===== config.mk =====
export PLATFORM = sky130hd
export DESIGN_NAME = aluex_core
export DESIGN_NICKNAME = d
export VERILOG_FILES = /design/src/include/aluex_pkg.sv /design/src/aluex_core.sv
export SDC_FILE = /design/constraint.sdc
export NUM_CORES = 1
export LEC_CHECK = 0
export BUFFER_PORTS_ARGS = -buffer_cell sky130_fd_sc_hd__buf_2
export CORE_MARGIN = 5
export CORE_UTILIZATION = 30
export DETAILED_ROUTE_END_ITERATION = 8
export HOLD_SLACK_MARGIN = 0.06
export PLACE_DENSITY = 0.56
export SETUP_SLACK_MARGIN = 0.4
export SYNTH_ARGS = -nofsm -noshare
export SYNTH_HDL_FRONTEND = slang
export SYNTH_SLANG_ARGS = --single-unit

===== constraint.sdc =====
create_clock -name clk_sys_i -period 5.2 [get_ports clk_sys_i]
set_input_delay 0.52 -clock clk_sys_i [delete_from_list [all_inputs] [get_ports clk_sys_i]]
set_output_delay 0.52 -clock clk_sys_i [all_outputs]
set_load 0.05 [all_outputs]

===== src/include/aluex_pkg.sv =====
// ****************************************************************
// Shared constants for the ALU and branch executer
// ****************************************************************
package aluex_pkg;

  // Register port offsets
  localparam logic [1:0] REG_CTRL   = 2'h0;  // Enable control
  localparam logic [1:0] REG_SREG   = 2'h1;  // Status flags
  localparam logic [1:0] REG_STATUS = 2'h2;  // Busy and cycle count
  localparam logic [1:0] REG_RESULT = 2'h3;  // Last result byte

  // Values after reset
  localparam logic [7:0] CTRL_RST = 8'h01;   // Execution enabled
  localparam logic [7:0] SREG_RST = 8'h00;   // All flags clear

  // Status flag positions
  localparam int unsigned FLG_C = 0;  // Carry
  localparam int unsigned FLG_Z = 1;  // Zero
  localparam int unsigned FLG_N = 2;  // Negative
  localparam int unsigned FLG_V = 3;  // Overflow
  localparam int unsigned FLG_S = 4;  // Sign
  localparam int unsigned FLG_H = 5;  // Half carry
  localparam int unsigned FLG_I = 7;  // Global interrupt enable

  // Field positions
  localparam int unsigned CTRL_EN_BIT = 0;  // Execution enable
  localparam int unsigned STS_BUSY    = 0;  // Busy in status

  // Cycle counts
  localparam logic [2:0] CYC_1 = 3'h1;  // Single cycle
  localparam logic [2:0] CYC_2 = 3'h2;  // Two cycles
  localparam logic [2:0] CYC_3 = 3'h3;  // Three cycles
  localparam logic [2:0] CYC_4 = 3'h4;  // Four cycles

  // Operation codes
  typedef enum logic [5:0] {
    OP_ADD, OP_ADD_CARRY, OP_WORD_ADD_IMMEDIATE, OP_SUB,
    OP_SUB_IMMEDIATE, OP_SUB_WITH_BORROW, OP_SUB_BORROW_IMMEDIATE,
    OP_WORD_SUB_IMMEDIATE, OP_AND, OP_MASK_IMMEDIATE, OP_OR,
    OP_MERGE_IMMEDIATE, OP_EXCLUSIVE_MERGE, OP_ONES_COMPLEMENT,
    OP_TWOS_COMPLEMENT, OP_SET_BITS_IMMEDIATE, OP_CLEAR_BITS_IMMEDIATE,
    OP_INC, OP_DEC, OP_TEST_ZERO_MINUS, OP_ZERO_REGISTER,
    OP_FILL_REGISTER_ONES, OP_RELATIVE_JUMP, OP_INDIRECT_JUMP,
    OP_DIRECT_JUMP, OP_RELATIVE_CALL, OP_INDIRECT_CALL, OP_DIRECT_CALL,
    OP_SUB_RETURN, OP_INTERRUPT_RETURN, OP_COMPARE_SKIP_EQUAL,
    OP_COMPARE, OP_COMPARE_WITH_BORROW, OP_COMPARE_IMMEDIATE,
    OP_SKIP_REG_BIT_CLEAR, OP_SKIP_REG_BIT_SET, OP_SKIP_IO_BIT_CLEAR
  } aluex_op_t;

  // Sequencer states, one-hot
  typedef enum logic [1:0] {
    ST_IDLE = 2'b01,
    ST_EXEC = 2'b10
  } aluex_state_t;

endpackage


===== src/aluex_core.sv =====
// Summary of operation
// - Add register, optional carry; ZCNVH; 1 cycle
// - Word add immediate on pair; ZCNVS; 2 cycles
// - Subtract register, optional borrow; ZCNVH; 1 cycle
// - Subtract constant, write back; ZCNVH; 1 cycle
// - Subtract constant and carry; ZCNVH; 1 cycle
// - Word subtract immediate on pair; ZCNVS; 2 cycles
// - AND constant; only ZNV change; 1 cycle
// - OR constant; only ZNV change; 1 cycle
// - Set bits OR mask, clear bits AND inverse
// - Test: value kept, ZNV from it
// - Indirect jump loads pointer, 2 cycles
// - Compare-skip-equal skips next; 1/2/3 cycles
// - Skip when register bit clear; 1/2/3 cycles
// - Skip when register bit set; 1/2/3 cycles
// - Skip when I/O bit clear; 1/2/3 cycles
// - Compare immediate, no write back; ZNVCH
`timescale 1ns/100ps
`default_nettype none

module aluex_core
  import aluex_pkg::*;
(
  input  wire logic        clk_sys_i,        // Core clock
  input  wire logic        rst_b_i,          // Async reset, low
  input  wire logic        start_i,          // Issue pulse
  input  wire aluex_op_t   op_i,             // Operation code
  input  wire logic [7:0]  rd_i,             // Destination value
  input  wire logic [7:0]  rdh_i,            // Pair high byte
  input  wire logic [7:0]  source_register_i,// Source value
  input  wire logic [15:0] k_i,              // Constant or target
  input  wire logic [2:0]  bit_sel_i,        // Bit to test
  input  wire logic [7:0]  io_val_i,         // I/O register value
  input  wire logic [15:0] pc_i,             // Current counter
  input  wire logic [15:0] zptr_i,           // Indirect pointer
  input  wire logic        next_two_word_i,  // Next is two words
  input  wire logic [15:0] stack_data_i,     // Top of stack
  input  wire logic [1:0]  bus_addr_i,       // Register address
  input  wire logic [7:0]  bus_wdata_i,      // Write data
  input  wire logic        bus_we_i,         // Write strobe
  input  wire logic        bus_re_i,         // Read strobe
  output logic [7:0]       bus_rdata_o,      // Read data
  output logic             busy_o,           // Multi-cycle op
  output logic             done_o,           // Completion pulse
  output logic [7:0]       result_o,         // Result byte
  output logic [7:0]       result_hi_o,      // Pair high result
  output logic             wr_rd_o,          // Write result
  output logic             wr_word_o,        // Write pair
  output logic [15:0]      pc_o,             // New counter
  output logic             pc_load_o,        // Load counter
  output logic             push_o,           // Push return
  output logic [15:0]      push_data_o,      // Return address
  output logic             pop_o,            // Pop return
  output logic [7:0]       sreg_o            // Status flags
);

  // ****************************************************************
  // State
  // ****************************************************************
  typedef struct packed {
    aluex_state_t state;     // Sequencer
    logic [1:0]   cnt;       // Cycles left
    logic [7:0]   ctrl;      // Control reg
    logic [7:0]   sreg;      // Visible flags
    logic [7:0]   sreg_new;  // Pending flags
    logic [7:0]   res;       // Result
    logic [7:0]   res_hi;    // Pair high
    logic [15:0]  pc;        // Target
    logic [15:0]  push_data; // Return address
    logic         wr;        // Byte write pending
    logic         wword;     // Pair write pending
    logic         pcl;       // Counter load pending
    logic         push;      // Push pending
    logic         pop;       // Pop pending
    logic         done;      // Completion
    logic [2:0]   last_cyc;  // Last cycle count
    logic [7:0]   rdata;     // Bus read data
  } aluex_regs_t;

  aluex_regs_t q;       // Registered state
  aluex_regs_t next_q;  // Next state

  // ****************************************************************
  // Helpers
  // ****************************************************************

  // Byte add: {H, V, C, result}
  function automatic logic [10:0] f_add8(
    input logic [7:0] a,
    input logic [7:0] b,
    input logic       ci
  );
    logic [7:0] r;
    r = a + b + {7'h00, ci};
    f_add8 = {(a[3] & b[3]) | (b[3] & ~r[3]) | (~r[3] & a[3]),
              (a[7] & b[7] & ~r[7]) | (~a[7] & ~b[7] & r[7]),
              (a[7] & b[7]) | (b[7] & ~r[7]) | (~r[7] & a[7]),
              r};
  endfunction

  // Byte subtract: {H, V, C, result}
  function automatic logic [10:0] f_sub8(
    input logic [7:0] a,
    input logic [7:0] b,
    input logic       ci
  );
    logic [7:0] r;
    r = a - b - {7'h00, ci};
    f_sub8 = {(~a[3] & b[3]) | (b[3] & r[3]) | (r[3] & ~a[3]),
              (a[7] & ~b[7] & ~r[7]) | (~a[7] & b[7] & r[7]),
              (~a[7] & b[7]) | (b[7] & r[7]) | (r[7] & ~a[7]),
              r};
  endfunction

  // Apply an arithmetic outcome to Z, C, N, V, H
  // Chained forms keep zero only if it was already set,
  // so multi-byte compares test the whole width.
  function automatic logic [7:0] f_arith(
    input logic [7:0]  s,
    input logic [10:0] x,
    input logic        chain
  );
    logic [7:0] t;
    t        = s;
    t[FLG_Z] = (x[7:0] == 8'h00) & (~chain | s[FLG_Z]);
    t[FLG_C] = x[8];
    t[FLG_N] = x[7];
    t[FLG_V] = x[9];
    t[FLG_H] = x[10];
    f_arith  = t;
  endfunction

  // Update Z, N and V only; carry and half carry kept
  function automatic logic [7:0] f_znv(
    input logic [7:0] s,
    input logic [7:0] r,
    input logic       v
  );
    logic [7:0] t;
    t        = s;
    t[FLG_Z] = (r == 8'h00);
    t[FLG_N] = r[7];
    t[FLG_V] = v;
    f_znv    = t;
  endfunction

  // ****************************************************************
  // Operand selection and shared arithmetic
  // ****************************************************************
  logic [7:0]  opb;    // Second operand
  logic        cin;    // Carry into add/sub
  logic [10:0] add_x;  // Add outcome
  logic [10:0] sub_x;  // Subtract outcome
  logic [15:0] wsrc;   // Register pair
  logic [15:0] wres;   // Pair result
  logic        wv;     // Pair overflow
  logic        wc;     // Pair carry
  logic        skip;   // Skip condition
  logic [15:0] skip_pc;// Counter after skip test
  logic        bitval; // Selected register bit

  // Pick constant or register, and carry-in, per operation
  always_comb begin
    unique case (op_i)
      OP_SUB_IMMEDIATE, OP_SUB_BORROW_IMMEDIATE, OP_MASK_IMMEDIATE,
      OP_MERGE_IMMEDIATE, OP_SET_BITS_IMMEDIATE, OP_COMPARE_IMMEDIATE: begin
        opb = k_i[7:0];
      end
      OP_CLEAR_BITS_IMMEDIATE: begin
        opb = 8'hFF - k_i[7:0];
      end
      default: begin
        opb = source_register_i;
      end
    endcase
    cin = q.sreg[FLG_C] & ((op_i == OP_ADD_CARRY) |
                           (op_i == OP_SUB_WITH_BORROW) |
                           (op_i == OP_SUB_BORROW_IMMEDIATE) |
                           (op_i == OP_COMPARE_WITH_BORROW));
  end

  assign add_x = f_add8(rd_i, opb, cin);
  assign sub_x = f_sub8(rd_i, opb, cin);
  assign wsrc  = {rdh_i, rd_i};
  assign bitval = source_register_i[bit_sel_i];

  // Word arithmetic: constant is six bits wide
  always_comb begin
    if (op_i == OP_WORD_SUB_IMMEDIATE) begin
      wres = wsrc - {10'h000, k_i[5:0]};
      wv   = wsrc[15] & ~wres[15];
      wc   = wres[15] & ~wsrc[15];
    end else begin
      wres = wsrc + {10'h000, k_i[5:0]};
      wv   = ~wsrc[15] & wres[15];
      wc   = ~wres[15] & wsrc[15];
    end
  end

  // Skip condition for the compare and bit-test group
  always_comb begin
    unique case (op_i)
      OP_COMPARE_SKIP_EQUAL: skip = (rd_i == source_register_i);
      OP_SKIP_REG_BIT_CLEAR: skip = ~bitval;
      OP_SKIP_REG_BIT_SET:   skip = bitval;
      OP_SKIP_IO_BIT_CLEAR:  skip = ~io_val_i[bit_sel_i];
      default:               skip = 1'b0;
    endcase
    // Skipping a two-word instruction costs one extra cycle
    skip_pc = pc_i + (skip ? (next_two_word_i ? 16'h0003 : 16'h0002)
                           : 16'h0001);
  end

  // ****************************************************************
  // Sequencer and register port
  // ****************************************************************
  logic [2:0] cyc; // Cycles of the issued operation

  always_comb begin
    next_q       = q;
    next_q.done  = 1'b0;
    next_q.rdata = 8'h00;
    cyc          = CYC_1;
    // Read data stands only in the cycle after the strobe
    if (bus_re_i) begin
      unique case (bus_addr_i)
        REG_CTRL:   next_q.rdata = q.ctrl;
        REG_SREG:   next_q.rdata = q.sreg;
        REG_STATUS: next_q.rdata = {3'h0, q.last_cyc, 1'b0,
                                    q.state == ST_EXEC};
        REG_RESULT: next_q.rdata = q.res;
      endcase
    end
    // Software writes; a flag update from an operation wins below
    if (bus_we_i) begin
      if (bus_addr_i == REG_CTRL) begin
        next_q.ctrl = bus_wdata_i;
      end
      if (bus_addr_i == REG_SREG) begin
        next_q.sreg = bus_wdata_i;
      end
    end
    unique case (q.state)
      ST_IDLE: begin
        // Issue is ignored while execution is disabled
        if (start_i && q.ctrl[CTRL_EN_BIT]) begin
          next_q.sreg_new = next_q.sreg;
          next_q.wr       = 1'b0;
          next_q.wword    = 1'b0;
          next_q.pcl      = 1'b0;
          next_q.push     = 1'b0;
          next_q.pop      = 1'b0;
          next_q.res      = rd_i;
          next_q.pc       = pc_i + 16'h0001;
          unique case (op_i)
            OP_ADD, OP_ADD_CARRY: begin
              next_q.res      = add_x[7:0];
              next_q.wr       = 1'b1;
              next_q.sreg_new = f_arith(next_q.sreg, add_x, 1'b0);
            end
            OP_SUB, OP_SUB_WITH_BORROW: begin
              next_q.res      = sub_x[7:0];
              next_q.wr       = 1'b1;
              next_q.sreg_new = f_arith(next_q.sreg, sub_x,
                                        op_i == OP_SUB_WITH_BORROW);
            end
            OP_SUB_IMMEDIATE: begin
              next_q.res      = sub_x[7:0];
              next_q.wr       = 1'b1;
              next_q.sreg_new = f_arith(next_q.sreg, sub_x, 1'b0);
            end
            OP_SUB_BORROW_IMMEDIATE: begin
              next_q.res      = sub_x[7:0];
              next_q.wr       = 1'b1;
              next_q.sreg_new = f_arith(next_q.sreg, sub_x, 1'b1);
            end
            OP_COMPARE, OP_COMPARE_WITH_BORROW, OP_COMPARE_IMMEDIATE: begin
              // Difference only sets flags; nothing is written back
              next_q.sreg_new = f_arith(next_q.sreg, sub_x,
                                        op_i == OP_COMPARE_WITH_BORROW);
            end
            OP_WORD_ADD_IMMEDIATE, OP_WORD_SUB_IMMEDIATE: begin
              cyc                     = CYC_2;
              next_q.res              = wres[7:0];
              next_q.res_hi           = wres[15:8];
              next_q.wword            = 1'b1;
              next_q.sreg_new[FLG_Z]  = (wres == 16'h0000);
              next_q.sreg_new[FLG_C]  = wc;
              next_q.sreg_new[FLG_N]  = wres[15];
              next_q.sreg_new[FLG_V]  = wv;
              next_q.sreg_new[FLG_S]  = wres[15] ^ wv;
            end
            OP_AND, OP_MASK_IMMEDIATE, OP_CLEAR_BITS_IMMEDIATE: begin
              next_q.res      = rd_i & opb;
              next_q.wr       = 1'b1;
              next_q.sreg_new = f_znv(next_q.sreg, rd_i & opb, 1'b0);
            end
            OP_OR, OP_MERGE_IMMEDIATE, OP_SET_BITS_IMMEDIATE: begin
              next_q.res      = rd_i | opb;
              next_q.wr       = 1'b1;
              next_q.sreg_new = f_znv(next_q.sreg, rd_i | opb, 1'b0);
            end
            OP_EXCLUSIVE_MERGE: begin
              next_q.res      = rd_i ^ opb;
              next_q.wr       = 1'b1;
              next_q.sreg_new = f_znv(next_q.sreg, rd_i ^ opb, 1'b0);
            end
            OP_TEST_ZERO_MINUS: begin
              // Value unchanged, so no write strobe
              next_q.sreg_new = f_znv(next_q.sreg, rd_i, 1'b0);
            end
            OP_ONES_COMPLEMENT: begin
              next_q.res             = 8'hFF - rd_i;
              next_q.wr              = 1'b1;
              next_q.sreg_new        = f_znv(next_q.sreg, 8'hFF - rd_i, 1'b0);
              next_q.sreg_new[FLG_C] = 1'b1;
            end
            OP_TWOS_COMPLEMENT: begin
              next_q.res             = 8'h00 - rd_i;
              next_q.wr              = 1'b1;
              next_q.sreg_new        = f_arith(next_q.sreg,
                                               f_sub8(8'h00, rd_i, 1'b0),
                                               1'b0);
            end
            OP_INC: begin
              next_q.res      = rd_i + 8'h01;
              next_q.wr       = 1'b1;
              next_q.sreg_new = f_znv(next_q.sreg, rd_i + 8'h01,
                                      rd_i == 8'h7F);
            end
            OP_DEC: begin
              next_q.res      = rd_i - 8'h01;
              next_q.wr       = 1'b1;
              next_q.sreg_new = f_znv(next_q.sreg, rd_i - 8'h01,
                                      rd_i == 8'h80);
            end
            OP_ZERO_REGISTER: begin
              next_q.res      = rd_i ^ rd_i;
              next_q.wr       = 1'b1;
              next_q.sreg_new = f_znv(next_q.sreg, 8'h00, 1'b0);
            end
            OP_FILL_REGISTER_ONES: begin
              next_q.res = 8'hFF;
              next_q.wr  = 1'b1;
            end
            OP_RELATIVE_JUMP: begin
              cyc        = CYC_2;
              next_q.pc  = pc_i + {{4{k_i[11]}}, k_i[11:0]} + 16'h0001;
              next_q.pcl = 1'b1;
            end
            OP_INDIRECT_JUMP: begin
              cyc        = CYC_2;
              next_q.pc  = zptr_i;
              next_q.pcl = 1'b1;
            end
            OP_DIRECT_JUMP: begin
              cyc        = CYC_3;
              next_q.pc  = k_i;
              next_q.pcl = 1'b1;
            end
            OP_RELATIVE_CALL, OP_INDIRECT_CALL: begin
              cyc              = CYC_3;
              next_q.pc        = (op_i == OP_INDIRECT_CALL) ? zptr_i :
                                 pc_i + {{4{k_i[11]}}, k_i[11:0]} + 16'h0001;
              next_q.pcl       = 1'b1;
              next_q.push      = 1'b1;
              next_q.push_data = pc_i + 16'h0001;
            end
            OP_DIRECT_CALL: begin
              // Two-word instruction: return past its second word
              cyc              = CYC_4;
              next_q.pc        = k_i;
              next_q.pcl       = 1'b1;
              next_q.push      = 1'b1;
              next_q.push_data = pc_i + 16'h0002;
            end
            OP_SUB_RETURN, OP_INTERRUPT_RETURN: begin
              cyc        = CYC_4;
              next_q.pc  = stack_data_i;
              next_q.pcl = 1'b1;
              next_q.pop = 1'b1;
              if (op_i == OP_INTERRUPT_RETURN) begin
                next_q.sreg_new[FLG_I] = 1'b1;
              end
            end
            OP_COMPARE_SKIP_EQUAL, OP_SKIP_REG_BIT_CLEAR,
            OP_SKIP_REG_BIT_SET, OP_SKIP_IO_BIT_CLEAR: begin
              // One cycle, plus one or two when skipping
              cyc        = (!skip) ? CYC_1 :
                           (next_two_word_i ? CYC_3 : CYC_2);
              next_q.pc  = skip_pc;
              next_q.pcl = 1'b1;
            end
            default: begin
              next_q.res = rd_i;
            end
          endcase
          next_q.last_cyc = cyc;
          if (cyc == CYC_1) begin
            next_q.done = 1'b1;
            next_q.sreg = next_q.sreg_new;
          end else begin
            next_q.state = ST_EXEC;
            next_q.cnt   = 2'(cyc - CYC_2);
          end
        end
      end
      ST_EXEC: begin
        // Write strobes and flags are published on the last cycle; result and target register at issue
        if (q.cnt == 2'h0) begin
          next_q.done  = 1'b1;
          next_q.sreg  = q.sreg_new;
          next_q.state = ST_IDLE;
        end else begin
          next_q.cnt = q.cnt - 2'h1;
        end
      end
      default: begin
        next_q.state = ST_IDLE;
      end
    endcase
  end

  // State register
  always_ff @(posedge clk_sys_i or negedge rst_b_i) begin
    if (!rst_b_i) begin
      q          <= '0;
      q.state    <= ST_IDLE;
      q.ctrl     <= CTRL_RST;
      q.sreg     <= SREG_RST;
      q.sreg_new <= SREG_RST;
    end else begin
      q <= next_q;
    end
  end

  // ****************************************************************
  // Outputs
  // ****************************************************************
  // Strobes are gated by the completion pulse so they last one cycle
  assign bus_rdata_o = q.rdata;
  assign busy_o      = (q.state == ST_EXEC);
  assign done_o      = q.done;
  assign result_o    = q.res;
  assign result_hi_o = q.res_hi;
  assign wr_rd_o     = q.done & q.wr;
  assign wr_word_o   = q.done & q.wword;
  assign pc_o        = q.pc;
  assign pc_load_o   = q.done & q.pcl;
  assign push_o      = q.done & q.push;
  assign push_data_o = q.push_data;
  assign pop_o       = q.done & q.pop;
  assign sreg_o      = q.sreg;

endmodule

`default_nettype wire


==> results of run 1 <==
routing by layer:
metal  track usage (%)  part of all wire, %  vias to the layer above
met1              30.6                   46                     5404
met2              34.2                   44                      437
met4              7.47                  3.3                        0
met5                 0                    0                        -
met3              3.21                  5.9                       79
li1                  -                    -                     5249
registers in the layout, indices dropped and copies added, names as in the netlist:
name and flops:
bus_rdata_o 8, done_o 1, pc_o 16, push_data_o 16, q 28, result_hi_o 8
result_o 8, sreg_o 8
final timing paths:
| path | start | to | slack [ps] |
|---|---|---|---|
| min in group clk_sys_i | bus_wdata_i[4] | q[85] | 410 |
| worst min-delay path | rst_b_i | result_o[2] | 180 |
| worst max register to register | sreg_o[0] | sreg_o[2] | 1330 |
| max in group asynchronous | rst_b_i | push_data_o[9] | 3910 |
| worst max-delay path | op_i[3] | sreg_o[2] | 620 |
| worst min register to register | q[15] | q[15] | 480 |
cell type report:
type / instances / share of cell area, %
Multi-Input combinational cell: 1088 / 61.1
Sequential cell: 93 / 18.7
Timing Repair Buffer: 248 / 11.2
Tap cell: 461 / 4.63
Clock buffer: 11 / 1.95
Inverter: 63 / 1.90
Clock inverter: 5 / 0.532
Antenna cell: 3 / 0.0602
cells by family after synthesis:
logic type | count (synthesis) | share of synthesized area, %
multiplexers | 48 | 5.67
flip-flops | 93 | 21.4
AND/OR/NAND/NOR | 493 | 22.9
buffers and inverters | 201 | 9.35
XOR/XNOR | 81 | 6.51
AO/OA/AOI/OAI | 377 | 23.3
adder cells (fa/ha/maj) | 89 | 10.9
report_power, final:
group	switching, mW	total, mW	leakage [nW]	internal, mW
clock network	0.311	0.704	0.148	0.393
logic	1.66	2.34	4.14	0.685
registers	0.185	1.18	1.17	0.996
cells in the final DEF, fill, tap and decap left out, types with 19 or more instances in the layout:
cell type | netlist | routed
nor3_1 | 47 | 44
dfrtp_1 | 91 | 91
nand2_1 | 128 | 128
nor2b_1 | 28 | 28
and2_1 | 20 | 20
nor2_1 | 113 | 112
xnor2_1 | 58 | 58
inv_1 | 61 | 61
a21oi_1 | 75 | 75
xor2_1 | 23 | 23
or3_1 | 20 | 20
nand3_1 | 27 | 26
buf_4 | 64 | 57
mux2i_1 | 22 | 22
o21ai_0 | 88 | 86
nand4_1 | 24 | 24
a211oi_1 | 21 | 19
ha_1 | 78 | 78
buf_2 | 14 | 190
synthesized netlist by cell type, drive strengths merged (14+ instances only):
master  instances  area, um2
nand2         129        487
a21oi          75        375
nor2b          28        175
clkbuf         52        195
or3            21        136
nand2b         16        100
o211ai         15        113
buf            86        588
xnor2          58        508
and2           20        125
mux2           18        203
inv            61        229
mux2i          22        220
nand4          24        150
o21ai          90        450
xor2           23        201
nor2          114        430
nand3          27        135
a211oi         21        158
o221ai         14        123
a31oi          15       93.8
ha             78        976
nor3           47        235
dfrtp          91       2280
critical path: stages:
cell      delay (ps)
buf_2            150
or2_2            320
o32a_1           380
nor2_1           120
a31oi_1           50
o21ai_1          120
inv_1            100
fa_1             430
nand2b_1         190
a211oi_2         240
a211oi_2          70
o21bai_1         180
a21oi_1           90
nor2_1           130
nor2_2            70
fa_1             550
o32ai_1          110
a211oi_1         260
o221ai_2         170
o41ai_2          300
buf_4            170
o221ai_1          90
what timing repair did:
item / 4_1_cts / 5_1_grt
endpoints found under the setup margin: 0 / 6
hold buffers: 0 / 0
gates resized for setup: 0 / 8
==> metrics list, run 1 <==
- Total via count in the routed design: 11.2k
* Post-synthesis instance area: between 10000 and 15000 um2
- Yosys warning total: 0
- FP Rows: 69
- Summing all multi-input logic gate instances after layout gives 7610 um2.
- OpenSTA, run right after detailed placement, puts the worst setup slack at about 240 ps.
* Number of buffers created by CTS: 9
* Share of layout cells above drive strength 1: 20.8%
* Primary FF master, synth: dfrtp_1
- CTS placed an instance of clkbuf_16 at the clock tree root.
- Based on the critical path, the design can be clocked at up to 218 MHz.
- Clock Latency Late Sink: about 360 ps
- Post-layout nets: roughly 1.7k
- Once layout is complete, the cells apart from fillers number between 1.5k and 2k.
- Worst-path clk slew: roughly 80 ps
- Detailed-route DRC error count: 13
* Final cell area excluding filler cells: about 12000 um2
- For this run the aggregate overflow at the end of global routing stands at 0.
- Failing checks: design-rule violations
* Sequential area share after synthesis: 21.4%
- Entering global routing, the biggest net connects 52 pins.
- CTS Sinks: a little over 90
- At the pin with the least slew margin, the transition time is 1280 ps.
- Crit Path Class: in -> reg
- In this run the worst path has a maximum fanout of 9.
- In the synthesized netlist, the number of instances is around 1.4k.
- Via count of the first global-routing pass: between 10k and 15k
- Detailed-router iteration count before antenna repair: 9
- After detailed routing, the average wire length per cell comes to 23.1 um.
* Worst-case hold slack: around 180 ps
- Number of synthesized register bits: 93
- Final Util: approximately a third
- Maximum capacitance violations: 0
- GRT Overall Usage: a little over a fifth
- In this run the number of H-tree levels came out at 3.
* Clock tree from TritonCTS: built
* Number of antenna violations at the first check in global routing: 3
- After legalization and detailed placement, the total HPWL measured approximately 37 mm.
- The average instance in the mapped netlist occupies around 8 um2.
- STA classifies the critical path startpoint as an input port.
- The layout has ~3.8k filler cells.
* Time the worst path needs with I/O delays and setup: about 4600 ps
- Number of placed I/O pins: around 190
* Total wire length: roughly 46 mm
- Setup total negative slack on the finished layout was measured at 0 ps.
- Summed over all cells, the static leakage comes to around 5.5 nW.
- Final Setup Violations: 0
* Number of vias per cell: ~5.7
* Total count of hold-check failures in the final report: 0
* RePlAce Congestion: roughly 1
- Number of distinct library cells after synthesis: 89
* Final WS setup: 621 ps
- The completed layout was analyzed and its total power is approximately 4.2 mW.
- Across the whole layout, storage elements account for between 2000 and 2500 um2.
- Fin crit share: 88.1%
* Global-route wire length before repair: 68.8 mm
- Worst slew margin relative to its limit: around 14%
- The die covers a little over 40000 um2.
- Final slew viol count: 0
- The path class of the tightest hold or removal check is in -> async.
- For this configuration, the core starts out at a cell density of approximately 31%.
- Data required time of the critical path: between 5000 and 6000 ps
* Area of the core: 35700 um2
- The detail route stage leaves a number of antenna-violating nets equal to 0.
- The count of buffers added on input and output ports is 191.
- Critical path data arrival time: a little under 5000 ps
- Syn-to-layout area delta: 14.3%
- Count of cells along the worst register-to-register path: 16
- After detailed placement, the total cell area comes to ~12000 um2.
- Width of the die: 201 um
* Power per Cell Area: between 300 and 400 nW/um2
- Fin Clk Skew: roughly 13 ps
* Post-CTS setup repair buffer count: 0
- Die outline height: 201 um
- The detailed router finished its first iteration with ~940 violations.
- Unrepaired setup endpoints after global routing: no
- Counting tap cells, the placed design contains a total of a little under 2k instances.
- When the netlist entered floorplanning its net count stood at 1591.
* Max Buffers Root-to-Sink: 2
- Critical Path Sink Type: flip-flop
- Across the VDD grid, the largest voltage drop is just under 200 uV.
- Async set-or-reset flop fraction in the synthesized netlist: 100%
- Counting flops with a built-in enable in the synthesized netlist gives 0.
- Result of the run: complete, but fails checks
Note: power is estimated with default switching activity, not from simulation.
==> run 2, diff against run 1 <==
- RECOVER_POWER: unset -> 100
==> run 2 against run 1 <==
The flow finishes with violations (max-capacitance violations, max-slew violations). Sequential power hardly changed. Utilization is 0.36 points lower. Clock power hardly changed. Total power is 1.3% lower. Global-route usage stayed put. Cell area is 1.0% lower. Final cell count stayed put. Critical path type unchanged.
==> metrics list, run 2 (synthesis results as in run 1) <==
* Critical Path Sink Type: flip-flop
- Number of vias per cell: 5.66 (about the same)
* Share of layout cells above drive strength 1: 15.2% (-5.6 points)
- Crit Path Class: in -> reg
* Worst-path clk slew: 70 ps (about the same)
* Critical path data arrival time: 4970 ps (+160 ps)
- Number of nets with antenna violations after detailed routing: 0 (unchanged)
- Leading cell type in the layout, fill and taps excluded: nand2_1
- Worst slew margin relative to its limit: -92.7% (-110 points)
- The number of buffers added on ports came to 191 (unchanged).
- The final standard cell utilization of the core came to 34.5% (-0.36 points).
* Fin Clk Skew: 10.6 ps (-2.19 ps)
- Syn-to-layout area delta: 13.1%
- Routed length on met3: 2.75 mm (+2.7%)
- Unrepaired setup endpoints after global routing: no
- The layout net count came to 1712 (unchanged).
- Uppermost metal layer occupied by signal nets: met4
- Routed length on met1: 21.2 mm (+0.31%)
* Routed wire length on met2: 20.3 mm (about the same)
* Global route overflow: 0 (unchanged)
- Failing checks: max-capacitance violations, max-slew violations
* Maximum capacitance violations: 1 (+1)
- The power per unit of standard cell area came to 338 nW/um2 (-0.28%).
- Peak clock frequency supported by timing: 209 MHz (-4.3%)
* Data required time of the critical path: 5390 ps (-40 ps)
- RePlAce Congestion: 0.999 (unchanged)
- Number of placed I/O pins: 192 (unchanged)
* Number of buffers created by CTS: 9 (unchanged)
- The final routed wirelength across all metal layers was 45.6 mm (about the same).
- Nature of the critical path startpoint: input port
- The H-tree depth reported by CTS came to 3 (unchanged).
* Worst-case hold slack: 416 ps (+235 ps)
- HPWL after DPL: 36.8 mm (unchanged)
- Die outline height: 201 um (unchanged)
- Global-route wire length before repair: 68.8 mm (unchanged)
* Final Setup Violations: 0 (unchanged)
* Number of antenna violations at the first check in global routing: 3 (unchanged)
- The pin count of the biggest net entering global routing is 52 (unchanged).
- Clock tree from TritonCTS: built
- GRT Overall Usage: 21.8% (unchanged)
- The via count of the first global-routing pass was 10.9k (unchanged).
- Detailed-router iteration count before antenna repair: 7 (-2)
* Slew at the pin closest to its max-slew limit: 2890 ps (+1610 ps)
- Effective utilization at floorplan: 30.5% (unchanged)
- The minimum period implied by the final worst setup slack is 4780 ps (+203 ps).
- The core box area was 35700 um2 (unchanged).
- Most frequent cells in the layout: nand2_1 (128), buf_2 (114), nor2_1 (112)
* Detailed-route DRC error count: 0 (-13)
* Initial DRC count: 917 (-2.6%)
- q holds more flip-flops than any other register.
* Max Buffers Root-to-Sink: 2 (unchanged)
- The hold violation count in the final report came to 0 (unchanged).
- CTS Sinks: 93 (unchanged)
- Total negative slack: 0 ps (unchanged)
* Average routed wire per standard cell: 23.1 um (about the same)
* Root buffer cell: clkbuf_16
- The maximum vdd ir drop is 187 uV (-5.1%).
- The total count of max-transition violations in the final report is 52 (+52).
- The number of flip-flops under the largest register name is 28 (unchanged).
* CP Max Fanout: 14 (+5)
- Width of the die: 201 um (unchanged)
- The total number of vias was 11.2k (-0.036%).
- Fin crit share: 92.0% (+3.9 points)
* Number of filler instances in the final layout: 3853 (+1.1%)
- The die outline area is 40300 um2 (unchanged).
* Static leakage: 5.17 nW (-5.4%)
- Worst hold-check path type: in -> reg
* Result of the run: complete, but fails checks
- Clock Latency Late Sink: 360 ps (about the same)
- The number of core rows was 69 (unchanged).
## run 2: timing repair
| action | CTS | global route |
|---|---|---|
| resized for setup | 0 | 8 |
| hold buffers | 0 | 0 |
| buffers inserted | 0 | 0 |
| setup endpoints to repair | 0 | 6 |
## run 2: path summary, 6_finish.rpt
| kind | endpoint | cells after the start | slack, ps | startpoint |
|---|---|---|---|---|
| worst min register to register | q[15] | 2 | 480 | q[15] |
| worst max register to register | push_data_o[2] | 5 | 1240 | q[91] |
| max in group asynchronous | push_data_o[9] | 2 | 1760 | rst_b_i |
| worst max-delay path | q[67] | 23 | 420 | op_i[2] |
| min in group asynchronous | result_o[2] | 1 | 1080 | rst_b_i |
| worst min-delay path | q[85] | 2 | 420 | bus_wdata_i[4] |
## run 2: report_power, final
group	switching [mW]	internal, mW	leakage (nW)
Clock	0.310	0.393	0.148
Combinational	1.66	0.620	3.85
Sequential	0.192	0.996	1.17
## run 2: worst max-delay path, stage by stage
cell and delay (ps):
clkbuf_1 330, nor2_1 120, a32oi_1 240, o32a_1 300, buf_4 250, a211oi_1 110
a31oi_2 180, inv_1 90, ha_1 290, nand2b_1 90, a211oi_2 240, a211oi_2 70
o21bai_1 180, a21oi_1 90, nor2_1 130, nor2_2 70, fa_1 550, o32ai_1 110
a211oi_1 260, o221ai_2 170, o41ai_2 290, clkbuf_1 200, o21ai_0 90
## run 2: metrics by stage
stage                     power [mW]  area [um2]  instances  worst slack [ps]
final                           4.17       12300       1972               418
after global routing            4.42       12300       1972               209
after CTS                       4.25       12400       1969               586
after detailed placement        3.53       12100       1953               241
after global placement          3.51       12100       1953               271
after floorplan                 3.06       10900       1382               405
## run 2: layer usage
layer | GRT usage [%] | up-vias
met5 | 0 | -
met4 | 7.47 | 0
met3 | 3.21 | 69
met2 | 34.2 | 413
met1 | 30.6 | 5427
li1 | - | 5256
## run 2: layout make-up
| type | count | area [um2] | area share (%) |
|---|---|---|---|
| repair buffers | 248 | 1270 | 10.3 |
| flip-flops and latches | 93 | 2330 | 18.9 |
| inverters | 63 | 236 | 1.92 |
| clock inverters | 5 | 66.3 | 0.538 |
| diodes | 3 | 7.51 | 0.0609 |
| clock buffers | 11 | 243 | 1.97 |
| multi-input cells | 1088 | 7600 | 61.6 |
| well taps | 461 | 577 | 4.68 |
==> run 3, diff against run 2 <==
- PLACE_DENSITY: 0.56 -> 0.58
- RECOVER_POWER: 100 -> 25
- clock period: 5.2 -> 4.3 ns (I/O delays scaled with it)
==> run 3 against run 2 <==
Global-route usage rose by 0.14 points. Clock-buffer cell count shrank 2. Routed wire length is 0.85% higher. Worst hold slack got worse by 96 ps. Highest routed layer unchanged. The flow still finishes with violations (max-capacitance violations, max-slew violations). Sequential share of layout area decreased by 1.7 points. Clock skew about the same. Largest power group unchanged. Largest cell class unchanged. Non-clock buffer count grew 103. First-iteration DRC count is 19% higher. Total power grew 29%. Die area stayed put.
==> metrics list, run 3 (synthesis results as in run 1) <==
* Result of the run: complete, but fails checks
- Failing checks: max-capacitance violations, max-slew violations
- Unrepaired setup endpoints after global routing: yes
- Clock tree from TritonCTS: built
- Final Setup Violations: 0 (unchanged)
- Width of the die: 201 um (unchanged)
- The worst hold path terminates at q[85].
- Effective utilization at floorplan: 30.5% (unchanged)
- The setup slack of the most critical reg-to-reg path is 580 ps (-660 ps).
- In this run the most critical hold path is launched from bus_wdata_i[4].
- Gr busiest metal: met2
- Power per Cell Area: 397 nW/um2 (+17%)
- Hold path cells: 2 (unchanged)
- Leading cell type in the layout, fill and taps excluded: buf_2
* Die outline height: 201 um (unchanged)
- Most frequent cells in the layout: buf_2 (185), buf_4 (154), nand2_1 (127)
- Root buffer cell: clkbuf_16
- Via count of the first global-routing pass: 11.2k (+2.5%)
- FF-to-FF End: sreg_o[2]
* Number of filler instances in the final layout: 3778 (-1.9%)
- Number of standard cells in the final layout excluding fillers: 2075 (+5.2%)
- The worst hold path belongs to the class in -> reg.
- Maximum capacitance violations: 1 (unchanged)
- The worst setup path is launched from an input port.
- Tot Pwr: 5.38 mW (+29%)
* VDD IR max: 280 uV (+50%)
- The met2 usage in global routing was 34.5% (+0.35 points).
- The met1 capacity usage during global routing is 30.7% (+0.092 points).
* Fin crit share: between 90% and 100%
- Met3 track utilization from global routing: 3.60% (+0.39 points)
- The minimum setup slack in the final design is 118 ps (-300 ps).
* Detailed-route DRC error count: 0 (unchanged)
- The clock sink count came to 93 (unchanged).
- Number of vias per cell: 5.56 (-1.8%)
- The pin count of the biggest net entering global routing came to 58 (+12%).
- Peak clock frequency supported by timing: roughly 240 MHz
- H-tree level count: 3 (unchanged)
* Area enclosed by the die boundary: 40300 um2 (unchanged)
* Post-CTS Hold Fix Bufs: 0 (unchanged)
- The final total negative setup slack came to 0 ps (unchanged).
- Number of placed I/O pins: 192 (unchanged)
- The layout net count was 1815 (+6.0%).
* Initial DRC count: 1087 (+19%)
- Register containing the most flip-flops in the final layout: q
- The setup skew after layout was 10.1 ps (-0.479 ps).
* Placement-stage cell area: 12900 um2 (+6.3%)
- Top cell by count, worst path: a211oi_2
* Reg-to-reg startpoint: sreg_o[0]
* Max FFs per register: 28 (unchanged)
- The transition time at the pin with the least slew margin came to 3300 ps (+411 ps).
- The later-pin clock latency in the skew report is 360 ps (about the same).
* Max Buffers Root-to-Sink: 2 (unchanged)
- The length of the first detailed-routing pass in iterations came to 9 (+2).
- Number of antenna violations at the first check in global routing: 3 (unchanged)
* Worst-path clk slew: 70 ps (about the same)
* Count of cells along the worst register-to-register path: 16 (+11)
- Area of the core: 35700 um2 (unchanged)
- The worst setup path is captured at a flip-flop.
- The number of buffers added on ports is 191 (unchanged).
- Total via count in the routed design: 11.5k (+3.3%)
- Total count of hold-check failures in the final report: 0 (unchanged)
- The final routed wirelength across all metal layers is 46.0 mm (+0.85%).
* HPWL after DPL: 37.2 mm (+1.1%)
- The total count of max-transition violations in the final report is 58 (+12%).
- Number of nets with antenna violations after detailed routing: 0 (unchanged)
- Data required time of the critical path: 4520 ps (-870 ps)
- The final standard cell utilization of the core was 37.9% (+3.4 points).
- The post-route cell area came to 13500 um2 (+9.9%).
* Crit Path Class: in -> reg
- Worst-case hold slack: 320 ps (-96.2 ps)
- The total leakage power is 6.05 nW (+17%).
- The layout cell share with drive strength beyond 1 is 28.4% (+13 points).
- Number of buffers created by CTS: 9 (unchanged)
* Critical path's slowest cell: fa_1
- Worst Setup Slack post-DPL: -432 ps (-674 ps)
- Counting I/O delays and the setup requirement, the final critical path takes between 4000 and 5000 ps.
* Critical path data arrival time: 4400 ps (-570 ps)
* GRT Overall Usage: 21.9% (+0.14 points)
- The area growth from synthesis to layout is 24.3%.
- The longest individual stage delay on the worst path is 570 ps (+20 ps).
- Worst slew margin relative to its limit: -120% (-27 points)
* Critical Path, Cell by Cell: buf_8 > or2_4 > o32a_4 > nor2_2 > a31oi_1 > o21ai_1 > inv_1 > fa_2 > nand2b_4 > a211oi_2 > a211oi_2 > o21bai_1 > a21oi_1 > nor2_1 > nor2_2 > fa_1 > buf_4 > o32ai_2 > a211oi_2 > o221ai_2 > o41ai_2 > o221ai_1
- Global route overflow: 0 (unchanged)
- RePlAce Congestion: 0.974 (-2.5%)
- Global-route wire length before repair: 69.5 mm (+0.98%)
- CP Max Fanout: 5 (-9)
* FP Rows: 69 (unchanged)
- Average routed wire per standard cell: 22.2 um (-4.2%)
- The cell count after placement is 2047 (+4.8%).
[run 3: changes by cell type in the layout (fill, tap and decap cells not counted), moves of 4 or more]
cell / previous run / this run
buf_6: 1 / 7
clkbuf_1: 83 / 2
nor2_1: 112 / 108
o21ai_1: 2 / 11
buf_2: 114 / 185
a211oi_1: 19 / 15
and2_0: 4 / 0
a21oi_1: 75 / 70
buf_4: 50 / 154
a21oi_2: 0 / 5
a211oi_2: 2 / 6
o21ai_0: 88 / 78
[run 3: final cells by class]
cell class	count	area, um2	area share, %
diodes	3	7.51	0.0554
well taps	461	577	4.26
flip-flops and latches	93	2330	17.2
multi-input cells	1088	7860	58.0
clock inverters	7	106	0.785
inverters	63	236	1.75
clock buffers	9	225	1.66
repair buffers	351	2210	16.3
[run 3: report_power, final]
group / total [mW] / leakage, nW / internal (mW) / switching (mW)
Clock: 0.912 / 0.159 / 0.518 / 0.393
Combinational: 3.04 / 4.72 / 0.988 / 2.05
Sequential: 1.43 / 1.17 / 1.20 / 0.228
Total: 5.38 / 6.05 / 2.71 / 2.67
[run 3: worst max-delay path, delay by kind of cell]
family | cells | cell delay (ps)
buffers and inverters | 3 | 320
AND/OR/NAND/NOR | 5 | 690
AO/OA/AOI/OAI | 12 | 1970
adder cells (fa/ha/maj) | 2 | 980
[run 3: layer usage]
metal | part of all wire, % | routed length [um]
met2 | 45 | 20900
met1 | 45 | 20900
met3 | 6.3 | 2900
met4 | 2.9 | 1320
met5 | 0 | 0
[run 3: worst max-delay path by stage]
stage / end / start / slack [ps]
after global placement: sreg_o[2] / op_i[3] / -350
after global routing: sreg_o[3] / op_i[4] / -130
after CTS: sreg_o[2] / op_i[4] / 150
final: sreg_o[2] / op_i[4] / 120
after detailed placement: sreg_o[2] / op_i[5] / -430
after floorplan: sreg_o[2] / op_i[3] / -200
[run 3: timing repair]
action	in CTS	in global routing
gates resized for setup	35	33
setup buffers	4	5
pin swaps	28	28
endpoints found under the setup margin	16	19
